===== config.mk =====
export PLATFORM = sky130hd
export DESIGN_NAME = second_timer_pwm_unit
export DESIGN_NICKNAME = d
export VERILOG_FILES = /design/src/timer_pwm_pkg.sv /design/src/second_timer_pwm_unit.sv
export VERILOG_INCLUDE_DIRS = /design/src
export SDC_FILE = /design/constraint.sdc
export NUM_CORES = 1
export LEC_CHECK = 0
export ABC_AREA = 1
export BUFFER_PORTS_ARGS = -buffer_cell sky130_fd_sc_hd__buf_2
export CORE_MARGIN = 2
export CORE_UTILIZATION = 35
export DETAILED_ROUTE_END_ITERATION = 6
export SLEW_MARGIN = 30
export SYNTH_ARGS = -nofsm -noshare
export SYNTH_HDL_FRONTEND = slang
export SYNTH_SLANG_ARGS = --single-unit

===== constraint.sdc =====
create_clock -name clock -period 3.1 [get_ports clock]
set_clock_uncertainty 0.15 [all_clocks]
set_input_delay 0.31 -clock clock [delete_from_list [all_inputs] [get_ports clock]]
set_output_delay 0.31 -clock clock [all_outputs]
set_load 0.005 [all_outputs]

===== src/timer_pwm_consts.svh =====
// ==========================================================================
// Behaviour
// - Mode bit selects plain timer or PWM.
// - Stop interrupt only when its enable set.
// - Falling output edge interrupts when enabled.
// - Rising output edge interrupts when enabled.
// - Run bit low stops counter, high counts.
// - Hold-release bit low keeps unit reset.
// - Waveform bit picks pulse or square output.
// - Clock divided by two to prescale exponent; exponents above MAX_EXPONENT divide by two to MAX_EXPONENT.
// - Live count readable as high, low bytes.
// - Overflow flag sticks until next unit reset.
// - Status bit 2 shows output pin level.
// - Status bit 1 shows held or released.
// - Status bit 0 shows stopped or running.
// - Counter captured at stop, held till next.
// - Count load commits on low byte write.
// - Reload commits on low byte, resets ones.
// - Mask bit set blocks set and reset actions.
`ifndef TIMER_PWM_CONSTS_SVH
`define TIMER_PWM_CONSTS_SVH

// ==========================================================================
// Register indices; the byte address is four times the index.
`define IDX_MASK_CTRL 8'h0b
`define IDX_CTRL_ONE 8'h0c
`define IDX_CTRL_TWO 8'h0d
`define IDX_LIVE_HIGH 8'h1a
`define IDX_LIVE_LOW 8'h1b
`define IDX_STATUS 8'h1c
`define IDX_CAPT_HIGH 8'h1d
`define IDX_CAPT_LOW 8'h1e
`define OUT_SPACE 8'h20
`define IDX_LOAD_HIGH 8'h0b
`define IDX_LOAD_LOW 8'h0c
`define IDX_RELOAD_HIGH 8'h0d
`define IDX_RELOAD_LOW 8'h0e
`define IDX_IRQ_STATUS 8'h30
`define IDX_IRQ_CLEAR 8'h31
`define IDX_IRQ_ENABLE 8'h32

// ==========================================================================
// Reset values and bit positions.
`define CTRL_RESET 8'h00
`define LOAD_RESET 8'h00
`define RELOAD_RESET 8'hff
`define MASK_BIT 5
`define IRQ_STOP 0
`define IRQ_FALL 1
`define IRQ_RISE 2
`define IRQ_OVF 3
`define IRQ_WIDTH 4

`endif


===== src/timer_pwm_pkg.sv =====
`default_nettype none
package timer_pwm_pkg;

  typedef struct packed {
    logic pwm_select;
    logic stop_irq_enable;
    logic fall_irq_enable;
    logic rise_irq_enable;
    logic spare_three;
    logic run_bit;
    logic spare_one;
    logic hold_release_bit;
  } control_one_t;

  typedef struct packed {
    logic [1:0] spare;
    logic waveform_select;
    logic [4:0] clock_divide_exponent;
  } control_two_t;

  typedef struct packed {
    logic [3:0] spare;
    logic overflow_flag;
    logic pin_level;
    logic held_state_flag;
    logic running_flag;
  } status_t;

  typedef enum logic [1:0] {
    UNIT_HELD,
    UNIT_STOPPED,
    UNIT_RUNNING
  } unit_state_t;

endpackage
`default_nettype wire

===== src/second_timer_pwm_unit.sv =====
// Chosen here: the APB interface to the registers.
`include "timer_pwm_consts.svh"
`default_nettype none
module second_timer_pwm_unit #(
  parameter int MAX_EXPONENT = 16
) (
  input wire logic clock,
  input wire logic reset,
  input wire logic psel,
  input wire logic penable,
  input wire logic pwrite,
  input wire logic [7:0] paddr,
  input wire logic [31:0] pwdata,
  output logic [31:0] prdata,
  output logic pready,
  output logic pslverr,
  output logic timer_output_pin,
  output logic irq
);

  // ========================================================================
  // Elaboration check.
  if (MAX_EXPONENT < 1 || MAX_EXPONENT > 16) begin : g_bad_exponent
    $error("MAX_EXPONENT must lie between 1 and 16");
  end

  // ========================================================================
  // Helpers.
  function automatic logic word_hit(input logic [7:0] addr, input logic [7:0] idx);
    word_hit = (addr == {idx[5:0], 2'b00});
  endfunction

  function automatic logic out_hit(input logic [7:0] addr, input logic [7:0] idx);
    out_hit = word_hit(addr, idx | `OUT_SPACE);
  endfunction

  // Exponents above the limit are clamped rather than wrapping to a short period.
  function automatic logic [MAX_EXPONENT:0] presc_limit(input logic [4:0] exponent);
    logic [4:0] e;
    e = (exponent > 5'(MAX_EXPONENT)) ? 5'(MAX_EXPONENT) : exponent;
    presc_limit = (MAX_EXPONENT+1)'((17'h1 << e) - 17'h1);
  endfunction

  // ========================================================================
  // State.
  timer_pwm_pkg::control_one_t ctrl_one_reg;
  timer_pwm_pkg::control_two_t ctrl_two_reg;
  timer_pwm_pkg::unit_state_t state_reg, state_next;
  timer_pwm_pkg::status_t status_view;
  logic mask_reg;
  logic [7:0] load_high_reg;
  logic [7:0] reload_high_reg;
  logic [15:0] reload_reg;
  logic [15:0] count_reg;
  logic [15:0] capture_reg;
  logic [MAX_EXPONENT:0] presc_reg;
  logic overflow_reg;
  logic pin_reg;
  logic pin_prev_reg;
  logic [`IRQ_WIDTH-1:0] irq_status_reg;
  logic [`IRQ_WIDTH-1:0] irq_enable_reg;
  logic [`IRQ_WIDTH-1:0] irq_events;
  logic [`IRQ_WIDTH-1:0] irq_clear;
  logic [31:0] rdata_next;
  logic mapped;
  logic access;
  logic wr_en;
  logic load_low_wr;
  logic reload_low_wr;
  logic released;
  logic release_next;
  logic stop_event;
  logic tick;
  logic wrap;
  logic rise;
  logic fall;
  logic pready_reg;
  logic pslverr_reg;
  logic [31:0] prdata_reg;
  logic irq_reg;

  // ========================================================================
  // Bus slave. The answer comes one cycle into the access phase; writes
  // land on the completing edge so a held request never acts twice.
  assign access = psel & penable & ~pready_reg;
  assign wr_en = psel & penable & pready_reg & pwrite;
  assign load_low_wr = wr_en & out_hit(paddr, `IDX_LOAD_LOW);
  assign reload_low_wr = wr_en & out_hit(paddr, `IDX_RELOAD_LOW);

  always_comb begin
    status_view = '0;
    status_view.overflow_flag = overflow_reg;
    status_view.pin_level = pin_reg;
    status_view.held_state_flag = released;
    status_view.running_flag = (state_reg == timer_pwm_pkg::UNIT_RUNNING);
  end

  always_comb begin
    rdata_next = '0;
    mapped = 1'b1;
    if (word_hit(paddr, `IDX_CTRL_ONE)) begin
      rdata_next[7:0] = ctrl_one_reg;
    end else if (word_hit(paddr, `IDX_CTRL_TWO)) begin
      rdata_next[7:0] = ctrl_two_reg;
    end else if (word_hit(paddr, `IDX_MASK_CTRL)) begin
      rdata_next[`MASK_BIT] = mask_reg;
    end else if (word_hit(paddr, `IDX_LIVE_HIGH)) begin
      rdata_next[7:0] = count_reg[15:8];
    end else if (word_hit(paddr, `IDX_LIVE_LOW)) begin
      rdata_next[7:0] = count_reg[7:0];
    end else if (word_hit(paddr, `IDX_STATUS)) begin
      rdata_next[7:0] = status_view;
    end else if (word_hit(paddr, `IDX_CAPT_HIGH)) begin
      rdata_next[7:0] = capture_reg[15:8];
    end else if (word_hit(paddr, `IDX_CAPT_LOW)) begin
      rdata_next[7:0] = capture_reg[7:0];
    end else if (word_hit(paddr, `IDX_IRQ_STATUS)) begin
      rdata_next[`IRQ_WIDTH-1:0] = irq_status_reg;
    end else if (word_hit(paddr, `IDX_IRQ_ENABLE)) begin
      rdata_next[`IRQ_WIDTH-1:0] = irq_enable_reg;
    end else if (out_hit(paddr, `IDX_LOAD_HIGH) || out_hit(paddr, `IDX_LOAD_LOW) ||
                 out_hit(paddr, `IDX_RELOAD_HIGH) || out_hit(paddr, `IDX_RELOAD_LOW) ||
                 word_hit(paddr, `IDX_IRQ_CLEAR)) begin
      rdata_next = '0;
    end else begin
      mapped = 1'b0;
    end
  end

  always_ff @(posedge clock) begin
    if (reset) begin
      pready_reg <= 1'b0;
      pslverr_reg <= 1'b0;
      prdata_reg <= '0;
    end else begin
      pready_reg <= access;
      pslverr_reg <= access & ~mapped;
      if (access) begin
        prdata_reg <= rdata_next;
      end
    end
  end

  // ========================================================================
  // Software registers.
  always_ff @(posedge clock) begin
    if (reset) begin
      ctrl_one_reg <= `CTRL_RESET;
      ctrl_two_reg <= `CTRL_RESET;
      mask_reg <= 1'b0;
      load_high_reg <= `LOAD_RESET;
      reload_high_reg <= `RELOAD_RESET;
      reload_reg <= {`RELOAD_RESET, `RELOAD_RESET};
      irq_enable_reg <= '0;
    end else if (wr_en) begin
      if (word_hit(paddr, `IDX_CTRL_ONE)) begin
        ctrl_one_reg <= pwdata[7:0];
      end
      if (word_hit(paddr, `IDX_CTRL_TWO)) begin
        ctrl_two_reg <= pwdata[7:0];
      end
      if (word_hit(paddr, `IDX_MASK_CTRL)) begin
        mask_reg <= pwdata[`MASK_BIT];
      end
      if (out_hit(paddr, `IDX_LOAD_HIGH)) begin
        load_high_reg <= pwdata[7:0];
      end
      if (out_hit(paddr, `IDX_RELOAD_HIGH)) begin
        reload_high_reg <= pwdata[7:0];
      end
      if (reload_low_wr) begin
        reload_reg <= {reload_high_reg, pwdata[7:0]};
      end
      if (word_hit(paddr, `IDX_IRQ_ENABLE)) begin
        irq_enable_reg <= pwdata[`IRQ_WIDTH-1:0];
      end
    end
  end

  // ========================================================================
  // Held, stopped and running.
  assign released = (state_reg != timer_pwm_pkg::UNIT_HELD);
  assign release_next = mask_reg ? released : ctrl_one_reg.hold_release_bit;

  always_comb begin
    state_next = state_reg;
    case (state_reg)
      timer_pwm_pkg::UNIT_HELD: begin
        if (release_next) begin
          state_next = ctrl_one_reg.run_bit ? timer_pwm_pkg::UNIT_RUNNING : timer_pwm_pkg::UNIT_STOPPED;
        end
      end
      timer_pwm_pkg::UNIT_STOPPED, timer_pwm_pkg::UNIT_RUNNING: begin
        if (!release_next) begin
          state_next = timer_pwm_pkg::UNIT_HELD;
        end else if (ctrl_one_reg.run_bit) begin
          state_next = timer_pwm_pkg::UNIT_RUNNING;
        end else begin
          state_next = timer_pwm_pkg::UNIT_STOPPED;
        end
      end
      default: begin
        state_next = timer_pwm_pkg::UNIT_HELD;
      end
    endcase
  end

  assign stop_event = (state_reg == timer_pwm_pkg::UNIT_RUNNING) &&
                      (state_next != timer_pwm_pkg::UNIT_RUNNING);

  always_ff @(posedge clock) begin
    if (reset) begin
      state_reg <= timer_pwm_pkg::UNIT_HELD;
    end else begin
      state_reg <= state_next;
    end
  end

  // ========================================================================
  // Prescaler, counter and capture. The divider restarts on every start so
  // the first count after a start always takes a full divided period.
  // A tick is held back in the cycle the run bit drops, so the captured value is the final count.
  assign tick = (state_reg == timer_pwm_pkg::UNIT_RUNNING) &&
                (state_next == timer_pwm_pkg::UNIT_RUNNING) &&
                (presc_reg == presc_limit(ctrl_two_reg.clock_divide_exponent));
  assign wrap = tick && (count_reg == 16'hffff);

  always_ff @(posedge clock) begin
    if (reset || state_reg != timer_pwm_pkg::UNIT_RUNNING || tick) begin
      presc_reg <= '0;
    end else begin
      presc_reg <= presc_reg + 1'b1;
    end
  end

  always_ff @(posedge clock) begin
    if (reset || state_reg == timer_pwm_pkg::UNIT_HELD) begin
      count_reg <= '0;
      overflow_reg <= 1'b0;
    end else begin
      if (load_low_wr) begin
        count_reg <= {load_high_reg, pwdata[7:0]};
      end else if (wrap) begin
        count_reg <= reload_reg;
      end else if (tick) begin
        count_reg <= count_reg + 16'h0001;
      end
      if (wrap) begin
        overflow_reg <= 1'b1;
      end
    end
  end

  always_ff @(posedge clock) begin
    if (reset) begin
      capture_reg <= '0;
    end else if (stop_event) begin
      capture_reg <= count_reg;
    end
  end

  // ========================================================================
  // Output waveform. A pulse lasts one divided period after each overflow.
  always_ff @(posedge clock) begin
    if (reset || state_reg == timer_pwm_pkg::UNIT_HELD || !ctrl_one_reg.pwm_select) begin
      pin_reg <= 1'b0;
    end else if (wrap) begin
      pin_reg <= ctrl_two_reg.waveform_select ? ~pin_reg : 1'b1;
    end else if (tick && !ctrl_two_reg.waveform_select) begin
      pin_reg <= 1'b0;
    end
  end

  always_ff @(posedge clock) begin
    if (reset) begin
      pin_prev_reg <= 1'b0;
    end else begin
      pin_prev_reg <= pin_reg;
    end
  end

  assign rise = pin_reg & ~pin_prev_reg;
  assign fall = ~pin_reg & pin_prev_reg;

  // ========================================================================
  // Interrupts. A new event wins over a clear in the same cycle.
  always_comb begin
    irq_events = '0;
    irq_events[`IRQ_STOP] = stop_event & ctrl_one_reg.stop_irq_enable;
    irq_events[`IRQ_FALL] = fall & ctrl_one_reg.fall_irq_enable;
    irq_events[`IRQ_RISE] = rise & ctrl_one_reg.rise_irq_enable;
    irq_events[`IRQ_OVF] = wrap;
  end

  assign irq_clear = (wr_en && word_hit(paddr, `IDX_IRQ_CLEAR)) ? pwdata[`IRQ_WIDTH-1:0] : '0;

  always_ff @(posedge clock) begin
    if (reset) begin
      irq_status_reg <= '0;
      irq_reg <= 1'b0;
    end else begin
      irq_status_reg <= (irq_status_reg & ~irq_clear) | irq_events;
      irq_reg <= |(irq_status_reg & irq_enable_reg);
    end
  end

  assign prdata = prdata_reg;
  assign pready = pready_reg;
  assign pslverr = pslverr_reg;
  assign timer_output_pin = pin_reg;
  assign irq = irq_reg;
endmodule // second_timer_pwm_unit
`default_nettype wire


==> impl_metrics.yaml, run 1 <==
run_status:
  status: "finished clean"
synth:
  ys_warn_count: 0
  ys_async_sr_fraction_pct: 0
  synth_commonest_cells: "nand2_1, dfxtp_1, inv_1"
  synthCells: 1040
  synth-main-ff-cell: "dfxtp_1"
  synth_top_area_share_pct: 34.8
  synth-edff-count: 0
  synth.yosys.seq_area_share_pct: 34.8
  ys_top_cells_by_area: "dfxtp_1, nand2_1, nand3_1, inv_1, a21oi_1"
  ys_ff_latch: 122
  synth_area_leader_cell: "dfxtp_1"
  synth.cell_area_mm2: 0.00701
  post-synth-top-count-cell: "nand2_1"
  synth_cell_types: 46
  synth_area_per_cell_um2: 6.74
placed_design:
  portBuffers: 32
  gp_congestion: 0.920
  hpwl_um: 15400
  dp.cells: 1335
worst_setup_path:
  arrival_ps: 3040
  criticalPathCategory: "reg2reg"
  startpoint_type: "flop"
  crit_required_ps: 3290
  cp-end-kind: "flop"
  critPathMaxFanout: 6
routing:
  drc: 0
  wl_met2_um: 9990
  ant_nets: 0
  wl_um: 21200
  via_count: 6866
  top_layer: "met4"
  wire_per_inst_um: 15.5
  met1_length_um: 9630
  route.met3.wl_um: 1170
  drt_iter0_drc: 573
  dr.pass1.iters: 5
  via_per_inst: 5.02
finish:
  syn2layout_area_growth_pct: 16.5
  nNetsFinal: 1142
  largest_reg_flops: 17
  diodes: 0
  final_cells: 1369
  drive_gt1_share_pct: 14.5
global_route:
  track_usage_pct: 19.9
  grt-ovfl-total: 0
  grt_pass1_vias: 6178
  grt_max_degree: 21
  antenna_found_initial: 0
  grt_pass1_wl_um: 33500
power_and_ir_drop:
  vdd_drop_max_v: 0.000372
  switching_share_pct: 25.6
  p_clk_share_pct: 54.5
  power_leakage_nw: 3.45
  p_sw_mw: 0.947
  power_per_cell_area_mw_per_mm2: 453
  p_comb_share_pct: 3.1
  power.share.sequential_pct: 42.4
  intPower_mw: 2.75
die:
  die_w_um: 146
  io_pins: 81
  die_y_um: 146
  dieArea_mm2: 0.0212
  initial_core_util_pct: 35.8
  std_cell_rows: 51
  coreArea_mm2: 0.0196
clock_network:
  tritoncts: "built"
  cts-root-buf: "clkbuf_16"
  clock_sinks: 122
  cts_buffers: 17
  clkLatencyLatePin_ps: 430
  clkTransAtPathRegs_ps: 70
  holdBufCountCts: 0
  ctsHtreeMaxLevel: 4
  cts_buffer_depth: 2
timing:
  finalHoldViolCount: 0
  finalCriticalPeriod_ps: 2850
  rsz0062_at_grt: "false"
  slew_violations: 0
  finalCritPeriodShare_pct: 91.9
  relSlewSlack_pct: 56.5
  tightest_slew_ps: 649
  max_freq_ghz: 0.351
  finalSetupViolCount: 0
  final.setup.tns_ps: 0
hold_path:
  hold_path_class: "in2reg"
run:
  max_cap_viol_count: 0
==> final cells by class <==
cell class	instances	area (µm²)
well taps	265	332
clock inverters	14	146
clock buffers	18	439
inverters	144	541
multi-input cells	742	3830
flip-flops and latches	122	2460
fillers	2103	11400
repair buffers	64	425
==> power by group through the flow <==
stage / combinational [mW] / sequential, mW / clock (mW)
4_1_cts: 0.111 / 1.57 / 2.04
6_report: 0.113 / 1.57 / 2.02
3_3_place_gp: 0.111 / 1.61 / 0
5_1_grt: 0.124 / 1.57 / 2.11
2_1_floorplan: 0.0766 / 1.61 / 0
3_5_place_dp: 0.111 / 1.61 / 0
==> cell usage in the layout (no fill, tap or decap), drive strengths merged, types with 9 or more instances in the layout <==
cell	count
xor2	20
clkbuf	18
nor2	115
o21ai	62
o221ai	9
o211ai	19
nand4	28
clkinv	17
buf	64
conb	24
a211oi	10
inv	139
dfxtp	122
nand2	220
nor3	18
a21oi	84
nand3	100
==> worst max-delay path, cell delays in order (launching register included) <==
cell and delay, ps:
dfxtp_4 370, inv_2 110, nor2_4 40, nor3_2 130, inv_1 90, ha_4 220
a21oi_2 110, o211ai_1 90, nor2_1 130, nand3_1 130, nor2_4 190, nand3_1 90
nor2_1 90, nand3_1 110, nor2_4 220, nand3_4 180, nor2_1 140, nand2_1 60
a21oi_1 120
==> worst paths after layout <==
path / startpoint / to / slack, ps / cells after the start
max: ctrl_two_reg[3]$_SDFFE_PP0P_ / count_reg[5]$_SDFFE_PP0P_ / 250 / 18
min: pwdata[7] / load_high_reg[7]$_SDFFE_PP0P_ / 50 / 3
max reg2reg: ctrl_two_reg[3]$_SDFFE_PP0P_ / count_reg[5]$_SDFFE_PP0P_ / 250 / 18
min reg2reg: ctrl_two_reg[6]$_SDFFE_PP0P_ / ctrl_two_reg[6]$_SDFFE_PP0P_ / 300 / 2
==> routing by layer <==
metal	vias to the layer above	track usage, %
li1	3472	-
met2	214	33.2
met5	-	0
met3	28	3.76
met1	3152	26.4
met4	0	5.29
==> cell families after synthesis <==
logic type / count (synthesis) / share of synthesized area, %
buffers and inverters: 200 / 12.6
AOI/OAI and AO/OA: 191 / 15.6
adders and majority gates: 6 / 1.07
other: 1 / 0.0535
xor gates and xnor gates: 23 / 2.98
and+or+nand+nor: 497 / 32.8
DFF: 122 / 34.8
==> through the flow <==
step	setup slack (ps)	hold WS [ps]	util [%]	power [mW]	instance area [µm²]
after detailed placement	112	292	38.3	1.72	7500
after global routing	17.6	49.3	41.7	3.80	8170
after CTS	80.9	39.0	41.3	3.73	8090
after floorplan	361	275	-	1.68	7100
final	251	52.0	41.7	3.70	8170
after global placement	188	290	38.3	1.72	7500
==> timing repair <==
item | CTS | global route
setup endpoints to repair | 0 | 33
resized for setup | 0 | 19
buffers inserted | 0 | 1
No activity file was read; power rests on OpenSTA's default activity.
==> inputs of run 2 (changes only) <==
CORE_UTILIZATION = 59   (was 35)
PLACE_DENSITY = 0.8   (was not set)
REMOVE_ABC_BUFFERS = 1   (was not set)
==> impl_metrics.yaml, run 2 (synthesis results as in run 1) <==
worst_setup_path:
  crit_required_ps: 3290
  arrival_ps: 3130
  reg2reg_depth: 18
  critPathMaxFanout: 11
  slowest_delay_ps: 380
  critPathSlowestCell: "dfxtp_1"
  worstPathCellList: "inv_2 -> nand3_2 -> nor3_1 -> inv_1 -> ha_1 -> a21oi_1 -> o211ai_1 -> nor2_1 -> nand3_1 -> nor2_2 -> nand3_1 -> nor2_1 -> nand3_1 -> nor2_4 -> nand3_4 -> nor2_1 -> nand2_1 -> a21oi_1"
  criticalPathCategory: "reg2reg"
  startpoint_type: "flop"
  cp-end-kind: "flop"
finish:
  largest_reg_flops: 17
  diodes: 0
  drive_gt1_share_pct: 13.4
  final_area_mm2: 0.00804
  layout_common_cells: "nand2_1, dfxtp_1, inv_1"
  fillers: 957
  nNetsFinal: 1142
  final_core_util_pct: 69.8
  syn2layout_area_growth_pct: 14.7
  final_common_cell: "nand2_1"
clock_network:
  cts_buffers: 17
  clkTransAtPathRegs_ps: 60
  clock_sinks: 122
  ctsHtreeMaxLevel: 4
  cts-root-buf: "clkbuf_16"
  tritoncts: "built"
  cts_buffer_depth: 2
  clkLatencyLatePin_ps: 430
timing:
  max_freq_ghz: 0.340
  relSlewSlack_pct: 60.0
  tightest_slew_ps: 595
  slew_violations: 0
  finalSetupViolCount: 0
  finalHoldViolCount: 0
  finalCritPeriodShare_pct: 94.9
  final.setup.tns_ps: 0
  rsz0062_at_grt: "false"
  finalCriticalPeriod_ps: 2940
routing:
  wire_per_inst_um: 15.7
  route.met3.wl_um: 1680
  drt_iter0_drc: 654
  via_per_inst: 5.59
  top_layer: "met4"
  ant_nets: 0
  wl_met2_um: 9340
  drc: 4
  wl_um: 19600
  dr.pass1.iters: 7
  met1_length_um: 7990
  via_count: 6975
placed_design:
  portBuffers: 32
  gp_congestion: 0.967
  hpwl_um: 14300
  placed_cell_area_mm2: 0.00734
global_route:
  grt_pass1_wl_um: 31500
  grt_pass1_vias: 6391
  grt_max_degree: 21
  grt-ovfl-total: 0
  antenna_found_initial: 0
  track_usage_pct: 31.5
power_and_ir_drop:
  vdd_drop_max_v: 0.000477
  power_per_cell_area_mw_per_mm2: 484
  power_leakage_nw: 3.48
  p_total_mw: 3.89
hold_path:
  hold_path_class: "in2reg"
  whs_path_depth: 2
run_status:
  status: "finished, violations left"
  violations: "design-rule violations"
die:
  die_w_um: 113
  dieArea_mm2: 0.0128
  io_pins: 81
  initial_core_util_pct: 60.9
  die_y_um: 113
  std_cell_rows: 39
  coreArea_mm2: 0.0115
run:
  max_cap_viol_count: 0
run 2: cell count changes in the layout (fill, tap and decap cells not counted), sizes merged:
cell	before	now
clkbuf	18	19
inv	139	132
buf	64	65
bufinv	1	5
nand3	100	99
clkinv	17	18
clkinvlp	1	2
run 2: timing repair:
item / CTS / global route
endpoints found under the setup margin: 0 / 19
resized for setup: 0 / 5
hold buffers: 0 / 0
endpoints found under the hold margin: 0 / 0
buffers inserted: 0 / 1
run 2: path summary, 6_finish.rpt:
path / slack, ps / to / start
min reg2reg: 300 / capture_reg[12]$_SDFFE_PP0P_ / capture_reg[12]$_SDFFE_PP0P_
min: 10 / irq_status_reg[2]$_SDFF_PP0_ / reset
max: 160 / count_reg[2]$_SDFFE_PP0P_ / ctrl_two_reg[4]$_SDFFE_PP0P_
max reg2reg: 160 / count_reg[2]$_SDFFE_PP0P_ / ctrl_two_reg[4]$_SDFFE_PP0P_
run 2: area by class of cell:
type                       instances  area (µm²)  area share (%)
timing repair buffer              65         433            5.38
tap                              143         179            2.22
clock inverter                    13         214            2.66
multi-input combinational        741        3790            47.1
sequential                       122        2440            30.4
inverter                         144         541            6.72
clock buffer                      19         443            5.51
run 2: metal layers:
| metal | up-vias | global-route usage (%) |
|---|---|---|
| met2 | 299 | 53.1 |
| met1 | 3155 | 38.3 |
| met5 | - | 0 |
| met4 | 0 | 13.8 |
| li1 | 3478 | - |
| met3 | 43 | 7.82 |
run 2: per-stage QoR:
step                      worst slack [ps]  hold slack (ps)  cells
after floorplan                        294              229   1007
after global placement                 209              282   1214
after detailed placement               158              292   1214
after CTS                              106             7.76   1246
after global routing                  11.8             11.5   1247
final                                  158             12.8   1247
run 2: worst max-delay path, delay by kind of cell, from the launching register on:
kind	cells	cell delay, ps
adder cells (fa/ha/maj)	1	290
AO/OA/AOI/OAI	3	350
buffers and inverters	2	190
AND/OR/NAND/NOR	12	1490
flip-flops	1	380
run 2: where the power goes:
part           internal (mW)  switching (mW)  total (mW)
Clock                   1.45           0.753        2.21
Combinational         0.0290          0.0817       0.111
Sequential              1.57         0.00295        1.58
Total                   3.06           0.838        3.89
